## src/sec_pkg.sv

```systemverilog
// Purpose: shared constants and types for the serial eeprom command engine
// Assumes: 40 MHz core clock, microwire-style eeprom in x8 organisation
// Notes: register offsets are byte addresses on the plain register port
package sec_pkg;
  localparam logic [3:0] REG_CMD = 4'h0;
  localparam logic [3:0] REG_DATA = 4'h4;
  localparam logic [3:0] REG_INT_STS = 4'h8;
  localparam logic [3:0] REG_INT_MASK = 4'hC;

  localparam int CMD_BUSY_BIT = 31;
  localparam int CMD_CODE_LSB = 28;
  localparam int CMD_TIMEOUT_BIT = 9;
  localparam int CMD_LOADED_BIT = 8;
  localparam logic [7:0] ADDR_RESET = 8'h00;
  localparam logic [7:0] DATA_RESET = 8'h00;

  localparam int INT_DONE_BIT = 0;
  localparam int INT_TIMEOUT_BIT = 1;
  localparam int INT_LOADED_BIT = 2;
  localparam int INT_W = 3;

  typedef enum logic [2:0] {
    CMD_ERASE_WRITE_DISABLE_CMD = 3'b000,
    CMD_ERASE_WRITE_ENABLE_CMD = 3'b001,
    CMD_WRITE = 3'b010,
    CMD_WRITE_ALL_CMD = 3'b011,
    CMD_ERASE = 3'b100,
    CMD_ERASE_ALL_CMD = 3'b101,
    CMD_RELOAD = 3'b111
  } sec_cmd_t;

  typedef enum logic [2:0] {
    ST_IDLE = 3'b000,
    ST_SHIFT = 3'b001,
    ST_CSGAP = 3'b010,
    ST_POLL = 3'b011,
    ST_FINISH = 3'b100
  } sec_state_t;

  // serial opcodes and extended-opcode address patterns
  localparam logic [1:0] OP_EXT = 2'b00;
  localparam logic [1:0] OP_WRITE = 2'b01;
  localparam logic [1:0] OP_READ = 2'b10;
  localparam logic [1:0] OP_ERASE = 2'b11;
  localparam logic [7:0] EXT_ERASE_WRITE_DISABLE_CMD = 8'h00;
  localparam logic [7:0] EXT_WRITE_ALL_CMD = 8'h40;
  localparam logic [7:0] EXT_ERASE_ALL_CMD = 8'h80;
  localparam logic [7:0] EXT_ERASE_WRITE_ENABLE_CMD = 8'hC0;

  localparam logic [7:0] SIGNATURE = 8'hA5;
  localparam int FRAME_BITS = 11;
  localparam int WR_FRAME_BITS = 19;
  localparam int RELOAD_BITS = 67;

  localparam int CLK_MHZ = 40;
  localparam int TIMEOUT_US = 30000;
  localparam int TIMEOUT_CYC = TIMEOUT_US * CLK_MHZ;
  localparam int SCK_HALF = 4;
  localparam int TCS_NS = 250;
  localparam int TCS_CYC = (TCS_NS * CLK_MHZ + 999) / 1000;
  localparam int SYNC_STAGES = 2;

  typedef struct packed {
    logic cs;
    logic sck;
    logic dout;
    logic oe;
  } sec_pins_t;
endpackage : sec_pkg

```

## src/sec_engine.sv

```systemverilog
// Purpose: runs host commands on an external serial eeprom and reloads the station address
// Assumes: register port strobes are one cycle; eeprom data pin is external, sampled through two flops
// Notes: a station address reload runs by itself after reset
//
// The address map and the strobed register port were left to the implementer.
module sec_engine #(
  parameter int TIMEOUT_CYCLES = sec_pkg::TIMEOUT_CYC
) (
  input wire logic i_core_clk,
  input wire logic i_reset_n,
  input wire logic [3:0] i_addr,
  input wire logic [31:0] i_wdata,
  input wire logic i_wr,
  input wire logic i_rd,
  output logic [31:0] o_rdata,
  input wire logic i_eedio_in,
  output sec_pkg::sec_pins_t o_eep,
  output logic o_busy,
  output logic [47:0] o_station_addr,
  output logic o_station_addr_loaded,
  output logic o_irq
);
  sec_pkg::sec_state_t state_ff, nxt_state;
  logic din_meta_ff, din_sync_ff;
  logic boot_pend_ff, nxt_boot_pend;
  logic [7:0] byte_addr_ff, nxt_byte_addr;
  logic [7:0] byte_data_ff, nxt_byte_data;
  logic timeout_flag_ff, nxt_timeout_flag;
  logic loaded_flag_ff, nxt_loaded_flag;
  logic [sec_pkg::INT_W-1:0] int_sts_ff, nxt_int_sts;
  logic [sec_pkg::INT_W-1:0] int_mask_ff, nxt_int_mask;
  logic [18:0] tx_ff, nxt_tx;
  logic [55:0] rx_ff, nxt_rx;
  logic [6:0] bit_cnt_ff, nxt_bit_cnt;
  logic [6:0] nbits_ff, nxt_nbits;
  logic prog_ff, nxt_prog;
  logic reload_ff, nxt_reload;
  logic [7:0] div_ff, nxt_div;
  logic [20:0] tmo_ff, nxt_tmo;
  sec_pkg::sec_pins_t pins_ff, nxt_pins;
  logic [47:0] station_ff, nxt_station;
  logic [31:0] rdata_ff, nxt_rdata;
  logic start;
  logic [2:0] start_code;

  // eeprom data pin comes from outside; two flops before any use
  always_ff @(posedge i_core_clk or negedge i_reset_n) begin
    if (!i_reset_n) begin
      din_meta_ff <= 1'b0;
      din_sync_ff <= 1'b0;
    end else begin
      din_meta_ff <= i_eedio_in;
      din_sync_ff <= din_meta_ff;
    end
  end

  always_comb begin
    nxt_state = state_ff;
    nxt_boot_pend = boot_pend_ff;
    nxt_byte_addr = byte_addr_ff;
    nxt_byte_data = byte_data_ff;
    nxt_timeout_flag = timeout_flag_ff;
    nxt_loaded_flag = loaded_flag_ff;
    nxt_int_sts = int_sts_ff;
    nxt_int_mask = int_mask_ff;
    nxt_tx = tx_ff;
    nxt_rx = rx_ff;
    nxt_bit_cnt = bit_cnt_ff;
    nxt_nbits = nbits_ff;
    nxt_prog = prog_ff;
    nxt_reload = reload_ff;
    nxt_div = div_ff;
    nxt_tmo = tmo_ff;
    nxt_pins = pins_ff;
    nxt_station = station_ff;
    nxt_rdata = 32'h0000_0000;
    start = 1'b0;
    start_code = i_wdata[sec_pkg::CMD_CODE_LSB +: 3];

    if (i_rd) begin
      case (i_addr)
        sec_pkg::REG_CMD: begin
          nxt_rdata[sec_pkg::CMD_BUSY_BIT] = o_busy;
          nxt_rdata[sec_pkg::CMD_TIMEOUT_BIT] = timeout_flag_ff;
          nxt_rdata[sec_pkg::CMD_LOADED_BIT] = loaded_flag_ff;
          nxt_rdata[7:0] = byte_addr_ff;
        end
        sec_pkg::REG_DATA: nxt_rdata[7:0] = byte_data_ff;
        sec_pkg::REG_INT_STS: nxt_rdata[sec_pkg::INT_W-1:0] = int_sts_ff;
        sec_pkg::REG_INT_MASK: nxt_rdata[sec_pkg::INT_W-1:0] = int_mask_ff;
        default: nxt_rdata = 32'h0000_0000;
      endcase
    end

    // clears come first so that a same-cycle hardware set wins
    if (i_wr) begin
      case (i_addr)
        sec_pkg::REG_CMD: begin
          if (i_wdata[sec_pkg::CMD_TIMEOUT_BIT]) begin
            nxt_timeout_flag = 1'b0;
          end
          if (!o_busy) begin
            nxt_byte_addr = i_wdata[7:0];
            start = i_wdata[sec_pkg::CMD_BUSY_BIT];
          end
        end
        sec_pkg::REG_DATA: begin
          if (!o_busy) begin
            nxt_byte_data = i_wdata[7:0];
          end
        end
        sec_pkg::REG_INT_STS: nxt_int_sts = int_sts_ff & ~i_wdata[sec_pkg::INT_W-1:0];
        sec_pkg::REG_INT_MASK: nxt_int_mask = i_wdata[sec_pkg::INT_W-1:0];
        default: nxt_int_mask = int_mask_ff;
      endcase
    end

    if (boot_pend_ff && state_ff == sec_pkg::ST_IDLE) begin
      start = 1'b1;
      start_code = sec_pkg::CMD_RELOAD;
      nxt_boot_pend = 1'b0;
    end

    if (start) begin
      nxt_state = sec_pkg::ST_SHIFT;
      nxt_bit_cnt = 7'h00;
      nxt_div = 8'h00;
      nxt_prog = 1'b1;
      nxt_reload = 1'b0;
      nxt_nbits = 7'(sec_pkg::FRAME_BITS);
      nxt_pins = '{cs: 1'b1, sck: 1'b0, dout: 1'b0, oe: 1'b1};
      case (start_code)
        sec_pkg::CMD_ERASE_WRITE_DISABLE_CMD: begin
          nxt_tx = {1'b1, sec_pkg::OP_EXT, sec_pkg::EXT_ERASE_WRITE_DISABLE_CMD, 8'h00};
          nxt_prog = 1'b0;
        end
        sec_pkg::CMD_ERASE_WRITE_ENABLE_CMD: begin
          nxt_tx = {1'b1, sec_pkg::OP_EXT, sec_pkg::EXT_ERASE_WRITE_ENABLE_CMD, 8'h00};
          nxt_prog = 1'b0;
        end
        sec_pkg::CMD_WRITE: begin
          nxt_tx = {1'b1, sec_pkg::OP_WRITE, nxt_byte_addr, byte_data_ff};
          nxt_nbits = 7'(sec_pkg::WR_FRAME_BITS);
        end
        sec_pkg::CMD_WRITE_ALL_CMD: begin
          nxt_tx = {1'b1, sec_pkg::OP_EXT, sec_pkg::EXT_WRITE_ALL_CMD, byte_data_ff};
          nxt_nbits = 7'(sec_pkg::WR_FRAME_BITS);
        end
        sec_pkg::CMD_ERASE: nxt_tx = {1'b1, sec_pkg::OP_ERASE, nxt_byte_addr, 8'h00};
        sec_pkg::CMD_ERASE_ALL_CMD: nxt_tx = {1'b1, sec_pkg::OP_EXT, sec_pkg::EXT_ERASE_ALL_CMD, 8'h00};
        sec_pkg::CMD_RELOAD: begin
          nxt_tx = {1'b1, sec_pkg::OP_READ, 8'h00, 8'h00};
          nxt_nbits = 7'(sec_pkg::RELOAD_BITS);
          nxt_prog = 1'b0;
          nxt_reload = 1'b1;
          nxt_loaded_flag = 1'b0;
        end
        default: begin
          nxt_state = sec_pkg::ST_IDLE;
          nxt_pins = pins_ff;
        end
      endcase
    end else begin
      case (state_ff)
        sec_pkg::ST_SHIFT: begin
          nxt_div = div_ff + 8'h01;
          nxt_pins.dout = tx_ff[18];
          // release the data pin once the read data starts
          nxt_pins.oe = !(reload_ff && bit_cnt_ff >= 7'(sec_pkg::FRAME_BITS));
          nxt_pins.sck = (div_ff >= 8'(sec_pkg::SCK_HALF - 1)) && (div_ff < 8'(2 * sec_pkg::SCK_HALF - 1));
          if (div_ff == 8'(2 * sec_pkg::SCK_HALF - 1)) begin
            nxt_div = 8'h00;
            nxt_pins.sck = 1'b0;
            nxt_rx = {rx_ff[54:0], din_sync_ff};
            nxt_tx = {tx_ff[17:0], 1'b0};
            nxt_bit_cnt = bit_cnt_ff + 7'h01;
            if (reload_ff && bit_cnt_ff == 7'(sec_pkg::FRAME_BITS - 1)) begin
              nxt_pins.oe = 1'b0;
            end
            if (bit_cnt_ff == nbits_ff - 7'h01) begin
              nxt_pins.cs = 1'b0;
              nxt_pins.oe = 1'b0;
              nxt_state = prog_ff ? sec_pkg::ST_CSGAP : sec_pkg::ST_FINISH;
            end
          end
        end
        // cs low gap between frame and ready poll
        sec_pkg::ST_CSGAP: begin
          nxt_div = div_ff + 8'h01;
          if (div_ff == 8'(sec_pkg::TCS_CYC - 1)) begin
            nxt_pins.cs = 1'b1;
            // ready timer counts only the poll
            nxt_tmo = 21'h00_0000;
            nxt_state = sec_pkg::ST_POLL;
          end
        end
        sec_pkg::ST_POLL: begin
          nxt_tmo = tmo_ff + 21'h00_0001;
          // first synced samples after cs rises still show the released line
          if (din_sync_ff && tmo_ff >= 21'(sec_pkg::SYNC_STAGES)) begin
            nxt_pins.cs = 1'b0;
            nxt_state = sec_pkg::ST_FINISH;
          end else if (tmo_ff == 21'(TIMEOUT_CYCLES - 1)) begin
            // abandon without the done bit
            nxt_pins.cs = 1'b0;
            nxt_timeout_flag = 1'b1;
            nxt_int_sts[sec_pkg::INT_TIMEOUT_BIT] = 1'b1;
            nxt_state = sec_pkg::ST_IDLE;
          end
        end
        sec_pkg::ST_FINISH: begin
          nxt_state = sec_pkg::ST_IDLE;
          nxt_int_sts[sec_pkg::INT_DONE_BIT] = 1'b1;
          if (reload_ff && rx_ff[55:48] == sec_pkg::SIGNATURE) begin
            nxt_station = {rx_ff[7:0], rx_ff[15:8], rx_ff[23:16], rx_ff[31:24], rx_ff[39:32], rx_ff[47:40]};
            nxt_loaded_flag = 1'b1;
            nxt_int_sts[sec_pkg::INT_LOADED_BIT] = 1'b1;
          end
        end
        default: nxt_state = sec_pkg::ST_IDLE;
      endcase
    end
  end

  always_ff @(posedge i_core_clk or negedge i_reset_n) begin
    if (!i_reset_n) begin
      state_ff <= sec_pkg::ST_IDLE;
      boot_pend_ff <= 1'b1;
      byte_addr_ff <= sec_pkg::ADDR_RESET;
      byte_data_ff <= sec_pkg::DATA_RESET;
      timeout_flag_ff <= 1'b0;
      loaded_flag_ff <= 1'b0;
      int_sts_ff <= '0;
      int_mask_ff <= '0;
      tx_ff <= '0;
      rx_ff <= '0;
      bit_cnt_ff <= '0;
      nbits_ff <= '0;
      prog_ff <= 1'b0;
      reload_ff <= 1'b0;
      div_ff <= '0;
      tmo_ff <= '0;
      pins_ff <= '0;
      station_ff <= '0;
      rdata_ff <= '0;
    end else begin
      state_ff <= nxt_state;
      boot_pend_ff <= nxt_boot_pend;
      byte_addr_ff <= nxt_byte_addr;
      byte_data_ff <= nxt_byte_data;
      timeout_flag_ff <= nxt_timeout_flag;
      loaded_flag_ff <= nxt_loaded_flag;
      int_sts_ff <= nxt_int_sts;
      int_mask_ff <= nxt_int_mask;
      tx_ff <= nxt_tx;
      rx_ff <= nxt_rx;
      bit_cnt_ff <= nxt_bit_cnt;
      nbits_ff <= nxt_nbits;
      prog_ff <= nxt_prog;
      reload_ff <= nxt_reload;
      div_ff <= nxt_div;
      tmo_ff <= nxt_tmo;
      pins_ff <= nxt_pins;
      station_ff <= nxt_station;
      rdata_ff <= nxt_rdata;
    end
  end

  // busy covers the pending boot reload so host commands wait for it
  assign o_busy = (state_ff != sec_pkg::ST_IDLE) || boot_pend_ff;
  assign o_rdata = rdata_ff;
  assign o_eep = pins_ff;
  assign o_station_addr = station_ff;
  assign o_station_addr_loaded = loaded_flag_ff;
  assign o_irq = |(int_sts_ff & int_mask_ff);
endmodule : sec_engine

```

## config.mk

```make
export PLATFORM = sky130hd
export DESIGN_NAME = sec_engine
export DESIGN_NICKNAME = d
export VERILOG_FILES = /design/src/sec_pkg.sv /design/src/sec_engine.sv
export SDC_FILE = /design/constraint.sdc
export NUM_CORES = 1
export LEC_CHECK = 0
export ABC_AREA = 1
export BUFFER_PORTS_ARGS = -buffer_cell sky130_fd_sc_hd__buf_4
export CAP_MARGIN = 20
export CORE_MARGIN = 3
export CORE_UTILIZATION = 45
export DETAILED_ROUTE_END_ITERATION = 10
export GPL_ROUTABILITY_DRIVEN = 0
export PLACE_DENSITY = 0.65
export SLEW_MARGIN = 10
export SYNTH_ARGS = -nofsm -noshare
export SYNTH_HDL_FRONTEND = slang
export SYNTH_SLANG_ARGS = --single-unit
export TNS_END_PERCENT = 5
```

## constraint.sdc

```tcl
create_clock -name i_core_clk -period 2.2 [get_ports i_core_clk]
set_clock_uncertainty 0.2 [all_clocks]
set_input_delay 0.11 -clock i_core_clk [delete_from_list [all_inputs] [get_ports i_core_clk]]
set_output_delay 0.11 -clock i_core_clk [all_outputs]
set_load 0.005 [all_outputs]
```

# Yosys cells after proc, flatten, opt, wreduce, memory -nomap -nowiden
# Index checks and enable logic that the tools add are counted.
word_totals:
  regBits: 234
  inputBits: 41
  output_inout_bits: 87
  word_cells: 167
op_classes:
  n_addsub: 4
  n_lt_le_gt_ge: 4
  n_eq_ne: 27
  mux: 69
  n_bitwise: 5
  n_reduce_logical: 34
op_table:
  columns: ["cell", "n"]
  rows:
  - ["19-bit one-hot mux with 7 select lines", 1]
  - ["19-bit two-way mux", 3]
  - ["21-bit one-hot mux with 2 select lines", 1]
  - ["8-bit two-way mux", 5]
  - ["3-bit two-way mux", 12]
  - ["1-bit two-way mux", 32]
  - ["32-bit two-way mux", 1]
  - ["21-bit by 1-bit adder with 21-bit output (second input constant)", 1]
  - ["21-bit equality test (second input constant)", 1]
  - ["21-bit by 2-bit >= comparator with 1-bit output (second input constant)", 1]
  - ["21-bit two-way mux", 1]
  - ["7-bit two-way mux", 3]
  - ["3-bit AND reduction", 6]
  - ["8-bit one-hot mux with 2 select lines", 1]
  - ["7-bit one-hot mux with 2 select lines", 1]
  - ["3-bit by 2-bit equality test with 1-bit output (second input constant)", 4]
  - ["3-bit equality test (second input constant)", 4]
  - ["3-bit one-hot mux with 4 select lines", 1]
  - ["5-bit one-hot mux with 2 select lines", 1]
  - ["2-bit nonzero test", 5]
  - ["3-bit != test (second input constant)", 3]
  - ["3-bit one-hot mux with 3 select lines", 1]
  - ["8-bit by 1-bit adder with 8-bit output (second input constant)", 1]
  - ["4-bit equality test (second input constant)", 2]
  - ["35 further kinds", 51]

# Logic depth before layout (Yosys ltp)
logic_depth:
  ltp_word: 8
  depth_mapped: 13
  depth_no_buf: 13

# Worst setup path after synthesis
# No wires, ideal clock.
synth_path:
  path_type: "register -> register"
  start: "register div_ff[0]"
  end: "register bit_cnt_ff[4]"
  setup_time_ns: 0.123
  arrival_ns: 1.552
  required_ns: 1.877
  slack_ns: 0.324
  path_stages_with_launch: 10
  path_buffers: 1
  synth_period_minus_slack_ns: 1.876
  cell_sequence: "dfrtp_1 > ha_1 > nand3_1 > nor2_2 > nand2_1 > clkbuf_1 > nor3_2 > nand2_1 > o21ai_0 > a21oi_1"
synth_between:
  elab_chain_cells: 3
synth_rtl:
  columns: ["item", "line_no", "text"]
  rows:
  - ["start: declaration", "sec_engine.sv:38", "logic [7:0] div_ff, nxt_div;"]
  - ["start signal: assignment", "sec_engine.sv:261", "div_ff <= nxt_div;"]
  - ["8-bit by 3-bit equality test with 1-bit output", "sec_engine.sv:171", "if (div_ff == 8'(2 * sec_pkg::SCK_HALF - 1)) begin"]
  - ["2-bit nonzero test (no source line)", null, null]
  - ["2-bit AND reduction (no source line)", null, null]
  - ["end signal: assignment", "sec_engine.sv:257", "bit_cnt_ff <= nxt_bit_cnt;"]
  - ["end: declaration", "sec_engine.sv:34", "logic [6:0] bit_cnt_ff, nxt_bit_cnt;"]
# No other way between the ends.
# A chain may end at the register's enable or synchronous reset.

# Worst setup path in the final report
layout_path:
  start: "register state_ff[0]"
  end: "register prog_ff"
layout_between:
  elab_chain_cells: 6
  elab_cells_between_ends: 14
  cone_classes: "eq/ne (2); mux (6); reduce/logical (6)"
layout_rtl:
  columns: ["item", "line_no", "text"]
  rows:
  - ["start: declaration", "sec_engine.sv:23", "sec_pkg::sec_state_t state_ff, nxt_state;"]
  - ["start signal: assignment", "sec_engine.sv:227", "state_ff <= sec_pkg::ST_IDLE;"]
  - ["start signal: assignment", "sec_engine.sv:247", "state_ff <= nxt_state;"]
  - ["3-bit zero test / 3-bit nonzero test (equally long branches)", "sec_engine.sv:118, sec_engine.sv:270", null]
  - ["1-bit logical AND / 1-bit logical OR (equally long branches)", "sec_engine.sv:118, sec_engine.sv:270", null]
  - ["3-bit two-way mux / 1-bit two-way mux (equally long branches)", "sec_engine.sv:118, sec_engine.sv:102", null]
  - ["3-bit equality test, or another cell as far along", "sec_engine.sv:132", "case (start_code)"]
  - ["3-bit OR reduction (no source line) / 1-bit two-way mux (equally long branches)", null, null]
  - ["1-bit two-way mux (on tied branches)", "sec_engine.sv:132, sec_engine.sv:118", null]
  - ["end signal: assignment", "sec_engine.sv:259", "prog_ff <= nxt_prog;"]
  - ["end: declaration", "sec_engine.sv:36", "logic prog_ff, nxt_prog;"]
# Several ways; a longest one is shown, not always the timed one.

==> reports/results.env <==
NETS=1315
SLEW-LIMIT-HEADROOM=0.547
SYN_INST=1125
GRT_SETUP_UNREPAIRED='yes'
IOS=128
ANTENNA_FOUND_INITIAL=0
GRT_START_MAX_NET_PINS=63
REPORT.FINAL.SLEW_VIOL_COUNT=0
WIRE_PER_INST_UM=13.5
GR-USAGE-ALL-LAYERS=0.183
DIE_X_UM=151
WORST_EP_ARRIVAL_TIME_NS=2.28
YOSYS.AREA.TOP_TYPE='sky130_fd_sc_hd__dfrtp_1'
CP-STARTPOINT='state_ff[0]$_DFFE_PN0P_'
CELLPOWERDENSITY_mW_PER_MM2=686
CORE.ROWCOUNT=52
SYNTH_AREA_LEADERS='sky130_fd_sc_hd__dfrtp_1 55%, sky130_fd_sc_hd__nand2_1 13%, sky130_fd_sc_hd__o21ai_0 7.2%'
FINALCRITPERIODSHARE=0.942
PLACEABLECOREAREA_MM2=0.0205
PATH_MAX_FANOUT=10
MAPPEDNETLISTAREA_MM2=0.00949
PWR-SHARE-COMB=0.035
CTS.PATH.MAX_BUFFERS=3
CRITPATHREQUIREDTIME_NS=2.41
TIMING.CRITICAL_PATH.FROM_TYPE='register'
VDD_DROP_MAX_mV=0.545
WORST_SETUP_PATH_END_KIND='register'
DETAIL_ROUTE.ITER0.VIOLATIONS=395
FP.DIEH_UM=151
WORSTMARGINPINSLEW_NS=0.677
NUMBER_OF_BUFFERS_ADDED_BY_THE_CLOCK_TREE_SYNTHESIS_STEP=23
PERIOD_NEEDED_NS=2.07
FINAL-SETUP-VIOL-COUNT=0
CRITICALPATHCATEGORY='register to register'
HP-CLASS='input port to register'
CLKLATENCYLATEPIN_NS=0.52
GRT_REMAINING_OVERFLOW=0
DRT_ANTENNA_NET_COUNT=0
YOSYSWARNINGS=0
PLACE.PORT_BUFFERS=87
DIE_AREA_MM2=0.0229
CELLLEAKAGEPOWER_nW=5.81
REPORT.POWER.TOTAL_mW=8.08
DETAIL_ROUTE.DRC_VIOLATIONS=0
CTS.ROOT.BUFFER_CELL='sky130_fd_sc_hd__clkbuf_16'
SYNTH_ASYNC_SR_FLOP_SHARE=1.00
VIA_COUNT_OF_THE_FIRST_GLOBAL_ROUTING_PASS=7208
NUM_ANTENNA_CELLS=0
POWER.SHARE.CLOCK=0.480
TRITONCTS_CLOCK_TREE='done'
CTS.SINKS=210
FINAL_UTIL=0.575
SWITCHING_POWER_SUMMED_OVER_ALL_NETS_mW=1.76
DETAIL_ROUTE.VIAS_PER_CELL=4.86
FINALSETUPTNS_NS=0
SYN_TO_FINAL_GROWTH_PCT=24.1
SYNTHDOMINANTCELLAREASHARE=0.551
FINALWIRELENGTH_UM=21000
N_FILL_CELL=1833
MAXCAPVIOLCOUNT=0
TIMING.FINAL.HOLD_VIOLATIONS=0
SYNTH_EDF_COUNT=0
START_UTIL=0.463
OUTCOME='complete, no violations'
FRACTION_OF_LAYOUT_INSTANCES_USING_A_DRIVE_STRENGTH_ABOVE_1=0.158
SYNTH.FF_LATCH_COUNT=210
COMMONEST_CELLS_AFTER_ROUTING_FILL_AND_TAPS_ASIDE='329 x sky130_fd_sc_hd__nand2_1, 209 x sky130_fd_sc_hd__dfrtp_1, 135 x sky130_fd_sc_hd__o21ai_0'
YOSYS_MOST_USED_DFF='sky130_fd_sc_hd__dfrtp_1'
POWER_REPORT.INTERNAL_TOTAL_mW=6.32
CLK_TRANSITION_REPORTED_PATHS_NS=0.06
MEAN_SYN_CELL_AREA_UM2=8.44
FIRST_PASS_GRT_WIRE_LENGTH_UM=34500
POWER.SWITCHING_FRACTION=0.218
HIGHEST_ATTAINABLE_CLOCK_FREQUENCY_GHz=0.483
WORST_R2R_START='state_ff[0]$_DFFE_PN0P_'
CTS_HTREE_LEVELS=1
DETAILROUTE.VIA_COUNT=7560
FINAL_COMMON_CELL='sky130_fd_sc_hd__nand2_1'
YS_SEQ_AREA_FRAC=0.554
YOSYS.CELL_TYPES.COUNT=39
FIRSTDRTPASSITERS=5
HOLD_PATH_STARTPOINT='i_eedio_in'
SEQ_POWER_SHARE=0.485
POST-DP-HPWL_UM=14200
## critical path: stages (launching register included)
cell                            delay [ns]
sky130_fd_sc_hd__dfrtp_1              0.40
sky130_fd_sc_hd__inv_2                0.10
sky130_fd_sc_hd__nand2_2              0.09
sky130_fd_sc_hd__nor2_4               0.16
sky130_fd_sc_hd__nand2_4              0.11
sky130_fd_sc_hd__nand2_1              0.10
sky130_fd_sc_hd__nor2_1               0.04
sky130_fd_sc_hd__dlygate4sd3_1        0.54
sky130_fd_sc_hd__o31ai_1              0.23
## stage by stage
step	hold slack, ns	worst slack [ns]	cell area, um^2	instances
4_1_cts	0.0230	0.0286	11700	1551
3_3_place_gp	-0.0471	0.112	10600	1485
2_1_floorplan	-0.386	0.324	9570	1145
5_1_grt	0.0901	-0.0249	11800	1554
6_report	0.0815	0.128	11800	1554
3_5_place_dp	-0.0494	0.0926	10600	1485
## layout make-up
class                   instances  area [um^2]  share of cell area
multi-input cells             747         3540               0.300
flip-flops and latches        210         5260               0.446
repair buffers                153         1380               0.117
well taps                     270          338              0.0287
clock buffers                  31          646              0.0548
clock inverters                11          124              0.0105
inverters                     132          495              0.0421
## registers in the layout (all words and copies together), names as in the netlist, 3 cells and up
name	count
div_ff	8
int_sts_ff	3
nbits_ff	4
int_mask_ff	3
o_station_addr	48
tx_ff	19
tmo_ff	21
o_rdata	11
o_eep	4
state_ff	3
bit_cnt_ff	7
byte_addr_ff	8
byte_data_ff	8
rx_ff	56
## Yosys cell counts, types with 11 or more instances
| master | instances |
|---|---|
| sky130_fd_sc_hd__nand2_1 | 333 |
| sky130_fd_sc_hd__dfrtp_1 | 209 |
| sky130_fd_sc_hd__o21ai_0 | 137 |
| sky130_fd_sc_hd__inv_1 | 126 |
| sky130_fd_sc_hd__nor2_1 | 68 |
| sky130_fd_sc_hd__nand3_1 | 56 |
| sky130_fd_sc_hd__buf_4 | 26 |
| sky130_fd_sc_hd__a21oi_1 | 22 |
| sky130_fd_sc_hd__o21ai_1 | 22 |
| sky130_fd_sc_hd__clkbuf_1 | 17 |
| sky130_fd_sc_hd__nor3_1 | 13 |
| sky130_fd_sc_hd__xor2_1 | 11 |
## kinds of logic (layout without fill, tap and decap cells)
| family | Yosys count | after routing | share of synthesized area |
|---|---|---|---|
| simple gates | 506 | 506 | 0.223 |
| fa+ha+maj | 7 | 7 | 0.00923 |
| compound gates | 201 | 201 | 0.113 |
| other cells | 1 | 21 | 0.000395 |
| flops | 210 | 210 | 0.554 |
| mux | 1 | 1 | 0.00119 |
| xor+xnor | 11 | 11 | 0.0101 |
| buf+inv | 188 | 327 | 0.0890 |
## routing by layer
metal  part of all wire  wire length [um]  up-vias  global-route usage
li1                   -                 -     3829                   -
met1               0.46              9690     3549               0.254
met2               0.46              9750      153               0.293
met3              0.058              1220       29              0.0407
met4              0.018               385        0              0.0458
met5                  0                 0        -                   0
## timing repair
item                       4_1_cts  5_1_grt
setup endpoints to repair        0       96
setup buffers                    0        1
hold endpoints to repair       268        8
hold buffers                    24        1
resized for setup                0       19
## worst paths after layout
kind / endpoint / slack (ns) / depth (start not counted)
setup reg to reg: prog_ff$_DFFE_PN0N_ / 0.13 / 8
hold reg to reg: din_sync_ff$_DFF_PN0_ / 0.14 / 0
setup / recovery: prog_ff$_DFFE_PN0N_ / 0.13 / 8
hold / removal: din_meta_ff$_DFF_PN0_ / 0.08 / 2
max in group asynchronous: boot_pend_ff$_DFFE_PN1P_ / 0.59 / 4
min in group asynchronous: byte_data_ff[5]$_DFFE_PN0P_ / 0.50 / 3
## power by group through the flow
| stage | logic, mW | registers [mW] | clock network, mW |
|---|---|---|---|
| after global routing | 0.320 | 3.92 | 4.13 |
| after global placement | 0.246 | 3.99 | 0 |
| after CTS | 0.284 | 3.92 | 3.97 |
| after floorplan | 0.101 | 3.99 | 0 |
| final | 0.279 | 3.92 | 3.88 |
| after detailed placement | 0.249 | 3.99 | 0 |
Note: power is estimated with default switching activity, not from simulation.
